**src/tos_defs.vh**
```
// register map, field layout and reset values of the overhead source select
`ifndef TOS_DEFS_VH
`define TOS_DEFS_VH

// register indices; byte address is four times the index
`define TOS_IDX_CFG        12'h108
`define TOS_IDX_SYNC_MUX   12'h109
`define TOS_IDX_LINK_SEL   12'h10a
`define TOS_IDX_STATUS     12'h110

// tx_frame_config fields
`define TOS_CFG_CRC_MF_BIT 0
`define TOS_CFG_SLC_BIT    1
`define TOS_CFG_RESET      8'h01
`define TOS_CFG_MASK       8'h03

// sync_mux_control fields
`define TOS_MUX_FBS_BIT    0
`define TOS_MUX_CRC_BIT    1
`define TOS_MUX_RESET      8'h00
`define TOS_MUX_MASK       8'h03

// tx_signaling_link_select fields
`define TOS_TSD_DE_LSB     2
`define TOS_TSD_BW_LSB     4
`define TOS_TSD_RESET      8'h00
`define TOS_TSD_MASK       8'h3c

// link bandwidth codes
`define TOS_BW_ALL         2'b00
`define TOS_BW_ODD         2'b01
`define TOS_BW_EVEN        2'b10

// d/e time slot source codes
`define TOS_DE_SERIAL      2'b00
`define TOS_DE_LAPD        2'b01
`define TOS_DE_FRAC        2'b11

// frame geometry
`define TOS_BITS_PER_FRAME 8'd193
`define TOS_ESF_FRAMES     5'd24
`define TOS_SLC_FRAMES     5'd12
`define TOS_FPS_PATTERN    6'b001011
`define TOS_CRC_POLY       6'h03

// axi responses
`define TOS_RESP_OKAY      2'b00
`define TOS_RESP_SLVERR    2'b10

`endif

```
**src/tos_crc6.v**
```verilog
// serial crc-6 accumulator over one superframe
`timescale 1ns/1ns
module tos_crc6 (
  input  wire       aclk,
  input  wire       aresetn,
  input  wire       bit_en,
  input  wire       bit_in,
  input  wire       sf_last,
  output reg  [5:0] crc_out
);
`include "tos_defs.vh"

  reg  [5:0] acc_reg;
  wire       fb;
  wire [5:0] acc_next;

  assign fb       = bit_in ^ acc_reg[5];
  assign acc_next = {acc_reg[4:0], 1'b0} ^ (fb ? `TOS_CRC_POLY : 6'h00);

  // the finished check is held for the whole following superframe
  always @(posedge aclk) begin
    if (!aresetn) begin
      acc_reg <= 6'h00;
      crc_out <= 6'h00;
    end else if (bit_en) begin
      if (sf_last) begin
        acc_reg <= 6'h00;
        crc_out <= acc_next;
      end else begin
        acc_reg <= acc_next;
      end
    end
  end

endmodule // tos_crc6

```
**src/tos_overhead_select.v**
```verilog
// transmit t1 overhead source selection with axi4-lite registers
// Summary of operation
// - crc source 0: compute crc-6 internally and insert it
// - crc source 1: crc-6 positions copied unchanged from serial input
// - crc source ignored while crc multiframe alignment is off
// - framing source 0: framing bits generated internally
// - framing source 1: framing bits copied from serial input
// - bandwidth 00: link bit in every odd frame, 4 khz channel
// - bandwidth 01: link bits only on frames 1, 5, 9 .. 21, 2 khz
// - bandwidth 10: link bits only on frames 3, 7, 11 .. 23, 2 khz
// - bandwidth applies only in esf; slc format fixed at 4 khz
// - d/e source 00: d/e slots from serial input
// - d/e source 01: d/e slots from internal lapd controller
// - d/e source 11: d/e slots from fractional pin; 10 reserved
//
// Design decision made here: the AXI4-Lite interface to the registers.
`timescale 1ns/1ns
module tos_overhead_select #(
  parameter DE_SLOT = 24
) (
  input  wire        aclk,
  input  wire        aresetn,
  input  wire [11:0] s_axi_awaddr,
  input  wire        s_axi_awvalid,
  output wire        s_axi_awready,
  input  wire [31:0] s_axi_wdata,
  input  wire [3:0]  s_axi_wstrb,
  input  wire        s_axi_wvalid,
  output wire        s_axi_wready,
  output reg  [1:0]  s_axi_bresp,
  output reg         s_axi_bvalid,
  input  wire        s_axi_bready,
  input  wire [11:0] s_axi_araddr,
  input  wire        s_axi_arvalid,
  output wire        s_axi_arready,
  output reg  [31:0] s_axi_rdata,
  output reg  [1:0]  s_axi_rresp,
  output reg         s_axi_rvalid,
  input  wire        s_axi_rready,
  input  wire        tx_bit_strobe,
  input  wire        tx_serial_in,
  input  wire        lapd_bit_in,
  input  wire        tx_fractional_in,
  input  wire        link_bit_in,
  output wire        link_bit_req,
  output wire        lapd_bit_req,
  output wire        frac_bit_req,
  output reg         tx_line_out,
  output reg         tx_line_valid,
  output reg  [4:0]  frame_num,
  output reg         sf_start
);
`include "tos_defs.vh"

  // ---------------- register file ----------------
  reg  [7:0]  cfg_reg;
  reg  [7:0]  mux_reg;
  reg  [7:0]  tsd_reg;
  reg  [11:0] awaddr_reg;
  reg         aw_held_reg;
  reg  [7:0]  wdata_reg;
  reg         wstrb0_reg;
  reg         w_held_reg;

  // byte address to register index, or all ones when not word aligned
  function [11:0] reg_index;
    input [11:0] addr;
    begin
      if (addr[1:0] != 2'b00)
        reg_index = 12'hfff;
      else
        reg_index = {2'b00, addr[11:2]};
    end
  endfunction

  function mapped;
    input [11:0] idx;
    begin
      mapped = (idx == `TOS_IDX_CFG) || (idx == `TOS_IDX_SYNC_MUX) ||
               (idx == `TOS_IDX_LINK_SEL) || (idx == `TOS_IDX_STATUS);
    end
  endfunction

  wire        wr_go;
  wire [11:0] wr_idx;
  wire [11:0] rd_idx;

  assign s_axi_awready = !aw_held_reg && !s_axi_bvalid;
  assign s_axi_wready  = !w_held_reg && !s_axi_bvalid;
  assign s_axi_arready = !s_axi_rvalid;
  assign wr_go         = aw_held_reg && w_held_reg && !s_axi_bvalid;
  assign wr_idx        = reg_index(awaddr_reg);
  assign rd_idx        = reg_index(s_axi_araddr);

  always @(posedge aclk) begin
    if (!aresetn) begin
      aw_held_reg  <= 1'b0;
      w_held_reg   <= 1'b0;
      awaddr_reg   <= 12'h000;
      wdata_reg    <= 8'h00;
      wstrb0_reg   <= 1'b0;
      s_axi_bvalid <= 1'b0;
      s_axi_bresp  <= `TOS_RESP_OKAY;
      cfg_reg      <= `TOS_CFG_RESET;
      mux_reg      <= `TOS_MUX_RESET;
      tsd_reg      <= `TOS_TSD_RESET;
    end else begin
      if (s_axi_awvalid && s_axi_awready) begin
        awaddr_reg  <= s_axi_awaddr;
        aw_held_reg <= 1'b1;
      end
      if (s_axi_wvalid && s_axi_wready) begin
        wdata_reg  <= s_axi_wdata[7:0];
        wstrb0_reg <= s_axi_wstrb[0];
        w_held_reg <= 1'b1;
      end
      if (wr_go) begin
        aw_held_reg  <= 1'b0;
        w_held_reg   <= 1'b0;
        s_axi_bvalid <= 1'b1;
        s_axi_bresp  <= mapped(wr_idx) ? `TOS_RESP_OKAY : `TOS_RESP_SLVERR;
        if (wstrb0_reg) begin
          case (wr_idx)
            `TOS_IDX_CFG:      cfg_reg <= wdata_reg & `TOS_CFG_MASK;
            `TOS_IDX_SYNC_MUX: mux_reg <= wdata_reg & `TOS_MUX_MASK;
            `TOS_IDX_LINK_SEL: tsd_reg <= wdata_reg & `TOS_TSD_MASK;
            // status is read only; a write is answered but ignored
            `TOS_IDX_STATUS:   cfg_reg <= cfg_reg;
            default:           cfg_reg <= cfg_reg;
          endcase
        end
      end else if (s_axi_bvalid && s_axi_bready) begin
        s_axi_bvalid <= 1'b0;
      end
    end
  end

  always @(posedge aclk) begin
    if (!aresetn) begin
      s_axi_rvalid <= 1'b0;
      s_axi_rdata  <= 32'h00000000;
      s_axi_rresp  <= `TOS_RESP_OKAY;
    end else if (s_axi_arvalid && s_axi_arready) begin
      s_axi_rvalid <= 1'b1;
      s_axi_rresp  <= mapped(rd_idx) ? `TOS_RESP_OKAY : `TOS_RESP_SLVERR;
      case (rd_idx)
        `TOS_IDX_CFG:      s_axi_rdata <= {24'h000000, cfg_reg};
        `TOS_IDX_SYNC_MUX: s_axi_rdata <= {24'h000000, mux_reg};
        `TOS_IDX_LINK_SEL: s_axi_rdata <= {24'h000000, tsd_reg};
        `TOS_IDX_STATUS:   s_axi_rdata <= {24'h000000, 3'b000, frame_num};
        default:           s_axi_rdata <= 32'h00000000;
      endcase
    end else if (s_axi_rvalid && s_axi_rready) begin
      s_axi_rvalid <= 1'b0;
    end
  end

  // ---------------- configuration fields ----------------
  wire       crc_mf_en = cfg_reg[`TOS_CFG_CRC_MF_BIT];
  wire       slc_mode  = cfg_reg[`TOS_CFG_SLC_BIT];
  wire       fbit_ext  = mux_reg[`TOS_MUX_FBS_BIT];
  wire       crc_ext   = mux_reg[`TOS_MUX_CRC_BIT];
  wire [1:0] de_sel    = tsd_reg[`TOS_TSD_DE_LSB +: 2];
  wire [1:0] bw_sel    = tsd_reg[`TOS_TSD_BW_LSB +: 2];

  // check bits follow the serial input only with multiframe alignment on
  wire       crc_serial = crc_mf_en && crc_ext;

  // ---------------- frame position ----------------
  reg  [7:0] bit_cnt;
  wire [4:0] sf_len    = slc_mode ? `TOS_SLC_FRAMES : `TOS_ESF_FRAMES;
  wire       frame_end = (bit_cnt == `TOS_BITS_PER_FRAME - 8'd1);
  wire       sf_end    = frame_end && (frame_num >= sf_len);

  always @(posedge aclk) begin
    if (!aresetn) begin
      bit_cnt   <= 8'h00;
      frame_num <= 5'h01;
      sf_start  <= 1'b0;
    end else begin
      sf_start <= tx_bit_strobe && sf_end;
      if (tx_bit_strobe) begin
        if (frame_end) begin
          bit_cnt   <= 8'h00;
          frame_num <= sf_end ? 5'h01 : frame_num + 5'h01;
        end else begin
          bit_cnt <= bit_cnt + 8'h01;
        end
      end
    end
  end

  // bit position within a frame falls inside time slot n (1..24)
  function in_slot;
    input [7:0] pos;
    input [7:0] slot;
    begin
      in_slot = (pos >= ((slot - 8'h01) << 3) + 8'h01) &&
                (pos <= (slot << 3));
    end
  endfunction

  // framing pattern bit sent in pattern frame g (frames 4, 8 .. 24)
  function fps_bit;
    input [2:0] g;
    reg   [5:0] pat;
    begin
      pat = `TOS_FPS_PATTERN;
      case (g)
        3'd1:    fps_bit = pat[5];
        3'd2:    fps_bit = pat[4];
        3'd3:    fps_bit = pat[3];
        3'd4:    fps_bit = pat[2];
        3'd5:    fps_bit = pat[1];
        3'd6:    fps_bit = pat[0];
        default: fps_bit = 1'b1;
      endcase
    end
  endfunction

  // check bit sent in check frame g (0..5), first bit first
  function crc_bit;
    input [5:0] c;
    input [2:0] g;
    begin
      case (g)
        3'd0:    crc_bit = c[5];
        3'd1:    crc_bit = c[4];
        3'd2:    crc_bit = c[3];
        3'd3:    crc_bit = c[2];
        3'd4:    crc_bit = c[1];
        3'd5:    crc_bit = c[0];
        default: crc_bit = 1'b1;
      endcase
    end
  endfunction

  // ---------------- overhead selection ----------------
  wire [5:0] crc_int;
  wire       f_pos    = (bit_cnt == 8'h00);
  wire       odd_fr   = frame_num[0];
  wire [1:0] fr_mod4  = frame_num[1:0];
  wire [2:0] grp      = frame_num[4:2];
  // even esf frames: 2 mod 4 carry check bits, 0 mod 4 the pattern
  wire       crc_fr   = (fr_mod4 == 2'b10);
  wire       de_pos   = !f_pos && in_slot(bit_cnt, DE_SLOT[7:0]);

  // esf data link occupancy of odd frames
  reg        dl_used;
  always @* begin
    dl_used = 1'b0;
    case (bw_sel)
      `TOS_BW_ALL:  dl_used = 1'b1;
      `TOS_BW_ODD:  dl_used = (fr_mod4 == 2'b01);
      `TOS_BW_EVEN: dl_used = (fr_mod4 == 2'b11);
      // reserved code 11 carries no link bits
      default:      dl_used = 1'b0;
    endcase
  end

  reg        out_bit;
  reg        want_link;
  reg        want_lapd;
  reg        want_frac;
  reg        crc_feed;
  always @* begin
    out_bit   = tx_serial_in;
    want_link = 1'b0;
    want_lapd = 1'b0;
    want_frac = 1'b0;
    crc_feed  = tx_serial_in;
    if (f_pos && slc_mode) begin
      crc_feed = 1'b1;
      if (odd_fr) begin
        // alternating terminal framing pattern starting at one
        out_bit = fbit_ext ? tx_serial_in : !frame_num[1];
      end else begin
        want_link = 1'b1;
        out_bit   = link_bit_in;
      end
    end else if (f_pos) begin
      crc_feed = 1'b1;
      if (odd_fr) begin
        // idle link positions carry ones
        want_link = dl_used;
        out_bit   = dl_used ? link_bit_in : 1'b1;
      end else if (crc_fr) begin
        // first check bit goes out in frame 2, last in frame 22
        if (crc_serial)
          out_bit = tx_serial_in;
        else
          out_bit = crc_bit(crc_int, grp);
      end else begin
        if (fbit_ext)
          out_bit = tx_serial_in;
        else
          out_bit = fps_bit(grp);
      end
    end else if (de_pos) begin
      case (de_sel)
        `TOS_DE_LAPD: begin
          want_lapd = 1'b1;
          out_bit   = lapd_bit_in;
        end
        `TOS_DE_FRAC: begin
          want_frac = 1'b1;
          out_bit   = tx_fractional_in;
        end
        `TOS_DE_SERIAL: out_bit = tx_serial_in;
        // reserved code falls back to the serial input
        default:      out_bit = tx_serial_in;
      endcase
      crc_feed = out_bit;
    end
  end

  assign link_bit_req = tx_bit_strobe && want_link;
  assign lapd_bit_req = tx_bit_strobe && want_lapd;
  assign frac_bit_req = tx_bit_strobe && want_frac;

  always @(posedge aclk) begin
    if (!aresetn) begin
      tx_line_out   <= 1'b1;
      tx_line_valid <= 1'b0;
    end else begin
      tx_line_valid <= tx_bit_strobe;
      if (tx_bit_strobe)
        tx_line_out <= out_bit;
    end
  end

  // check covers the payload of the previous superframe, f bits as ones
  tos_crc6 u_crc6 (
    .aclk    (aclk),
    .aresetn (aresetn),
    .bit_en  (tx_bit_strobe),
    .bit_in  (crc_feed),
    .sf_last (sf_end),
    .crc_out (crc_int)
  );

endmodule // tos_overhead_select

```
**config.mk**
```make
export PLATFORM = sky130hd
export DESIGN_NAME = tos_overhead_select
export DESIGN_NICKNAME = d
export VERILOG_FILES = /design/src/tos_crc6.v /design/src/tos_overhead_select.v
export VERILOG_INCLUDE_DIRS = /design/src /design/src/src
export SDC_FILE = /design/constraint.sdc
export NUM_CORES = 1
export LEC_CHECK = 0
export BUFFER_PORTS_ARGS = -buffer_cell sky130_fd_sc_hd__buf_2
export CELL_PAD_IN_SITES_DETAIL_PLACEMENT = 1
export CELL_PAD_IN_SITES_GLOBAL_PLACEMENT = 1
export CORE_MARGIN = 2
export CORE_UTILIZATION = 31
export DETAILED_ROUTE_END_ITERATION = 8
export GPL_TIMING_DRIVEN = 0
export MAX_ROUTING_LAYER = met4
export PLACE_DENSITY = 0.77
export SYNTH_ARGS = -nofsm -noshare
export SYNTH_HDL_FRONTEND = slang
export SYNTH_SLANG_ARGS = --single-unit
```
**constraint.sdc**
```tcl
create_clock -name aclk -period 4.15 [get_ports aclk]
set_clock_uncertainty 0.2 [all_clocks]
set_input_delay 1.0375 -clock aclk [delete_from_list [all_inputs] [get_ports aclk]]
set_output_delay 1.0375 -clock aclk [all_outputs]
set_load 0.05 [all_outputs]
```
==> results.md, run 1 <==
- Total Wirelength: about 9.1 mm
- Num ports: between 100 and 150
- Via/cell ratio: 4.64
- Die area: about 0.012 sq mm
- Routed vias: 3,019
- Post-CTS Setup Bufs: 0
- Critical path, cell by cell: buf_2, buf_1, buf_2, nor3b_1, buf_2
- RSZ-0062 raised after global routing: no
- Crit-path leading delay family: buffers and inverters
- Initial antenna violation count: 0
- Post-cts hold buffer count: 0
- Slew HR: 52.9%
- DP Area: 0.00414 sq mm
- Vert. Die Dim: 111 um
- CP startpoint kind: primary input
- Starting DRC count in detailed routing: 99
- Design area: between 0.004 and 0.005 sq mm
- Top FF cell, synth: dfxtp_1
- Post-route ant nets: 0
- Slowest cell on crit path: buf_1
- ANT cells: 0
- Post-route setup TNS: 0 ps
- Placed insts: about 640
- Worst-margin pin slew: between 700 and 800 ps
- # resized after CTS: 0
- Max Clock Freq: roughly 270 MHz
- Final Critical Period: 3740 ps
- Post-synth EDFFs: 0
- Non-Filler Instances: between 600 and 700
- FP Rows: 39
- Async SR Flop Fraction: 0%
- Max Cap Violations: 0
- CP max FO: 10
- Number of global-route vias before repair: around 3,000
- Pleak: 1.93 nW
- Final setup viols: 0
- Share of layout cells above drive strength 1: 22.4%
- Library cells used by synthesis: slightly above 50
- Status: finished clean
- Final hold violations: 0
- CP required: just under 3000 ps
- CTS tree: done
- Total iterations of the first detailed-routing run: 4
- Final worst slack: approximately 410 ps
- Clk_lat worst skew: around 330 ps
- Root buffer cell: clkbuf_16
- CTS Buf Count: 9
- Initial Util: 31.4%
- Mapped Avg Cell Area: a little under 9 sq um
- Most frequent cells in the layout: buf_2, dfxtp_1, nor2b_1
- Max FFs per register: 12
- GPL Wtd Cong: 0.795
- Core box area: about 0.011 sq mm
- Min-Delay Path Class: register to register
- Num Clock Sinks: 67
- Critical path's largest stage delay: approximately 380 ps
- Crit path arrival time: 2500 ps
- Yosys warnings: 0
- CP Capture Type: output port
- Mapped cell area: between 0.003 and 0.004 sq mm
- Clock transition at path regs: around 60 ps
- Crit-path most repeated cell: buf_2
- Htree depth: 3
- Buffer levels on the longest clock path: 2
- DRC: 0
- CP Class: primary input to output port
- Pre-CTS WS: 436 ps
- Final Cycle Share: 90.1%
- All-Layer GR Usage: ~16%
- #FFs+latches synth: 67
- Maximum vdd drop: 0.211 mV
- Final Max Slew Viols: 0
- Drt wl/cell: 13.9 um
- Pwr Density: about 390 mW/mm^2
- Seq/Total Area, Yosys: 37.9%
- Buf/Inv on CP: 4
- Final net count: a little under 600
- First-pass GRT wire length: 15.0 mm
- DP Wirelength: roughly 7 mm
- Largest net degree at the start of global routing: 13
- Width of the chip: roughly 110 um
- Global-route congestion overflow total: 0
- I/O Buffers: 65
- P&R area growth vs syn: 26.1%
- Cells after Synth: 400
[kinds of logic after synthesis]
group	count (synthesis)	synth area share, %
other cells	1	0.106
buf+inv	62	9.63
mux	33	9.34
xor+xnor	16	3.96
flops	67	37.9
simple gates	147	22.9
fa+ha+maj	12	4.25
compound gates	62	11.9
[power breakdown]
| group | internal, mW | switching (mW) | total (mW) |
|---|---|---|---|
| clock network | 0.527 | 0.294 | 0.821 |
| logic | 0.0881 | 0.162 | 0.251 |
| registers | 0.667 | 0.0192 | 0.686 |
| total | 1.28 | 0.475 | 1.76 |
[final cells by class]
type | instances | area [sq um]
plain buffers | 46 | 280
fillers | 1365 | 6810
clock inverters | 6 | 87.6
multi-input cells | 298 | 1960
clock buffers | 10 | 229
inverters | 16 | 60.1
well taps | 143 | 179
repair buffers | 65 | 325
flip-flops and latches | 67 | 1340
[worst paths after layout]
check,start,to,slack (ps),depth (start not counted)
worst min register to register,s_axi_rdata[5]$_SDFFE_PN0P_,s_axi_rdata[5]$_SDFFE_PN0P_,270,2
worst min-delay path,s_axi_rdata[5]$_SDFFE_PN0P_,s_axi_rdata[5]$_SDFFE_PN0P_,270,2
worst max register to register,frame_num[2]$_SDFFE_PN0P_,u_crc6.crc_out[1]$_SDFFE_PN0P_,1440,10
worst max-delay path,tx_bit_strobe,link_bit_req,410,5
[cells in the mapped netlist (7+ instances only)]
library cell	count	share of area [%]
dfxtp_1	67	38
nor2b_1	46	8.1
mux2i_1	33	9.3
buf_4	28	5.9
nand2_1	28	3.0
nor2_1	27	2.9
inv_1	16	1.7
a21oi_1	14	2.0
clkbuf_1	14	1.5
o21ai_0	14	2.0
ha_1	12	4.2
xnor2_1	9	2.2
and2_1	8	1.4
xor2_1	7	1.7
[routing by layer]
layer,part of all wire (%),global-route usage [%],vias to the layer above
met2,49,26.7,70
li1,-,-,1516
met3,4.8,4.10,9
met5,0,-,-
met1,45,18.1,1424
met4,1.2,4.25,0
[worst min-delay path: cells and delay by family (launching register included)]
family,cells,cell delay (ps)
DFF,1,310
AOI/OAI and AO/OA,1,60
and+or+nand+nor,1,50
[stage by stage]
| stage | hold slack [ps] | total power [mW] | utilization (%) |
|---|---|---|---|
| 2_1_floorplan | 249 | 0.890 | - |
| 3_3_place_gp | 255 | 0.942 | 36.7 |
| 3_5_place_dp | 259 | 0.949 | 36.7 |
| 4_1_cts | 278 | 1.78 | 39.5 |
| 5_1_grt | 307 | 1.84 | 39.5 |
| 6_report | 269 | 1.76 | 39.5 |
Note: power is estimated with default switching activity, not from simulation.
==> inputs of run 2 (changes only) <==
--- a/config.mk
+++ b/config.mk
@@ -9,7 +9,7 @@
 export BUFFER_PORTS_ARGS = -buffer_cell sky130_fd_sc_hd__buf_2
 export CELL_PAD_IN_SITES_DETAIL_PLACEMENT = 1
 export CELL_PAD_IN_SITES_GLOBAL_PLACEMENT = 1
-export CORE_MARGIN = 2
+export CORE_ASPECT_RATIO = 1.75
 export CORE_UTILIZATION = 31
 export DETAILED_ROUTE_END_ITERATION = 8
 export GPL_TIMING_DRIVEN = 0
==> constraint.sdc (replaced) <==
create_clock -name aclk -period 3.6 [get_ports aclk]
set_clock_uncertainty 0.2 [all_clocks]
set_input_delay 0.9 -clock aclk [delete_from_list [all_inputs] [get_ports aclk]]
set_output_delay 0.9 -clock aclk [all_outputs]
set_load 0.05 [all_outputs]
==> run 2 against run 1 <==
Via count rose by 3.1%. Hold slack worse by 4.1 ps. Clock power is 6.3% higher. Sequential power increased by 15%. Clock-buffer cell count rose by 1. First-iteration DRC count increased by 46%. Highest routed layer unchanged. Non-clock buffer count unchanged. Utilization up 0.32 points. Wire length increased by 2.6%. Combinational power grew 16%. Largest power group unchanged.
==> results.md, run 2 (synthesized netlist as in run 1, its figures left out) <==
- First-pass GRT wire length: 14.9 mm (-1.1%)
- Pwr Density: 441 mW/mm^2 (+12%)
- Global-route congestion overflow total: 0 (unchanged)
- Most frequent cells in the layout: buf_2, dfxtp_1, nor2b_1
- Width of the chip: 82.7 um (-25%)
- Final net count: 587 (unchanged)
- RSZ-0062 raised after global routing: no
- Final worst slack: 183 ps (-230 ps)
- Final Critical Period: around 3400 ps
- Total Wirelength: 9.30 mm (+2.6%)
- Min-Delay Path Class: register to register
- CP max FO: 10 (unchanged)
- FP Rows: 51 (+31%)
- Root buffer cell: clkbuf_16
- Reg-to-Reg Start: frame_num[2]$_SDFFE_PN0P_
- Slowest cell on crit path: buf_1
- Initial Util: 31.8% (+0.48 points)
- Buffer levels on the longest clock path: 2 (unchanged)
- CP required: 2500 ps (-410 ps)
- CP startpoint kind: primary input
- Largest net degree at the start of global routing: 12 (-1)
- Crit-path most repeated cell: buf_2
- Pre-CTS WS: 138 ps (-298 ps)
- CP Class: primary input to output port
- Routed vias: 3,112 (+3.1%)
- Post-CTS Setup Bufs: 0 (unchanged)
- P&R area growth vs syn: 25.2%
- ANT cells: 0 (unchanged)
- Clk_lat worst skew: 330 ps (about the same)
- Core box area: 0.0111 sq mm (-1.5%)
- Final Max Slew Viols: 0 (unchanged)
- Register-to-register setup slack: 970 ps (-470 ps)
- Fin Hold WS: 265 ps (-4.12 ps)
- Slew HR: 52.8% (about the same)
- Clock transition at path regs: 50 ps (about the same)
- GPL Wtd Cong: 0.788 (-0.91%)
- Number of global-route vias before repair: 3,187 (+3.2%)
- I/O Buffers: 65 (unchanged)
- # resized after CTS: 0 (unchanged)
- Crit path arrival time: 2320 ps (-180 ps)
- Final hold violations: 0 (unchanged)
- Final setup viols: 0 (unchanged)
- Htree depth: 3 (unchanged)
- Post-route setup TNS: 0 ps (unchanged)
- CP Capture Type: output port
- Worst-margin pin slew: 708 ps (+0.689 ps)
- Post-route ant nets: 0 (unchanged)
- Reg2reg end: u_crc6.crc_out[0]$_SDFFE_PN0P_
- All-Layer GR Usage: 17.2% (+1.6 points)
- Setup crit start: tx_bit_strobe
- Max Clock Freq: 293 MHz
- Num Clock Sinks: 67 (unchanged)
- Final Cycle Share: between 90% and 100%
- Drt wl/cell: 14.6 um (+4.5%)
- Total iterations of the first detailed-routing run: 4 (unchanged)
- Hold depth: 2 (unchanged)
- Share of layout cells above drive strength 1: 22.5% (+0.044 points)
- DP Wirelength: 7.45 mm (+6.4%)
- Initial antenna violation count: 0 (unchanged)
- Post-cts hold buffer count: 0 (unchanged)
- Num ports: 124 (unchanged)
- R2r worst-path depth: 10 (unchanged)
- CTS tree: done
- Core Util, Final: 39.9% (+0.32 points)
- Hold path start: s_axi_rdata[5]$_SDFFE_PN0P_
- Pleak: 1.92 nW (-0.64%)
- Starting DRC count in detailed routing: 145 (+46%)
- Die area: 0.0119 sq mm (-3.4%)
- DRC: 0 (unchanged)
- CTS Buf Count: 9 (unchanged)
- Via/cell ratio: 4.87 (+5.0%)
- Critical path's largest stage delay: 390 ps (about the same)
- Maximum vdd drop: 0.246 mV (+17%)
- Max FFs per register: 12 (unchanged)
- Vert. Die Dim: 143 um (+29%)
- Status: finished clean
- Critical path, cell by cell: buf_2, buf_1, buf_2, o2111ai_1, nor2_1, buf_2
- Max Cap Violations: 0 (unchanged)
- Hold Crit Endpoint: s_axi_rdata[5]$_SDFFE_PN0P_
## run 2: cell count changes in the layout (fill, tap and decap cells not counted), sizes merged
cell      previous run  this run
clkinv               3         2
bufinv               2         1
inv                 17        16
clkinvlp             0         1
clkbuf              24        25
## run 2: worst max path at each step
stage          slack (ps)  depth (start not counted)           end
3_5_place_dp          140                          6  frac_bit_req
4_1_cts               120                          6  frac_bit_req
6_report              180                          6  frac_bit_req
3_3_place_gp          220                          6  frac_bit_req
5_1_grt                50                          6  frac_bit_req
2_1_floorplan         300                          4  frac_bit_req
## run 2: per-stage QoR
stage	total power [mW]	cell area (sq um)	instances
after detailed placement	1.10	4130	624
after CTS	1.97	4430	639
after floorplan	1.03	3640	427
final	1.95	4430	639
after global routing	2.04	4430	639
after global placement	1.09	4130	624
## run 2: area by class of cell
cell class / instances / area [sq um]
fill: 1364 / 6680
multi-input combinational: 298 / 1960
sequential: 67 / 1340
timing repair buffer: 65 / 325
buffer: 46 / 280
clock buffer: 11 / 243
tap: 132 / 165
inverter: 16 / 60.1
clock inverter: 4 / 51.3
## run 2: power by group
part           internal, mW  total, mW  switching (mW)  leakage [nW]
sequential            0.769      0.791          0.0219         0.546
clock                 0.551      0.873           0.322         0.142
combinational         0.102      0.290           0.188          1.23
total                  1.42       1.95           0.532          1.92
## run 2: layer usage
layer	GRT usage [%]	share of wire [%]	up-vias	routed length [um]
li1	-	-	1524	-
met1	16.5	36	1481	3390
met2	31.5	56	85	5240
met3	3.19	4.2	22	386
met4	8.26	3.1	0	284
met5	-	0	-	0
## run 2: critical path: cells and delay by family
family          cells  cell delay (ps)
buf+inv             4             1100
compound gates      1              190
simple gates        1              130
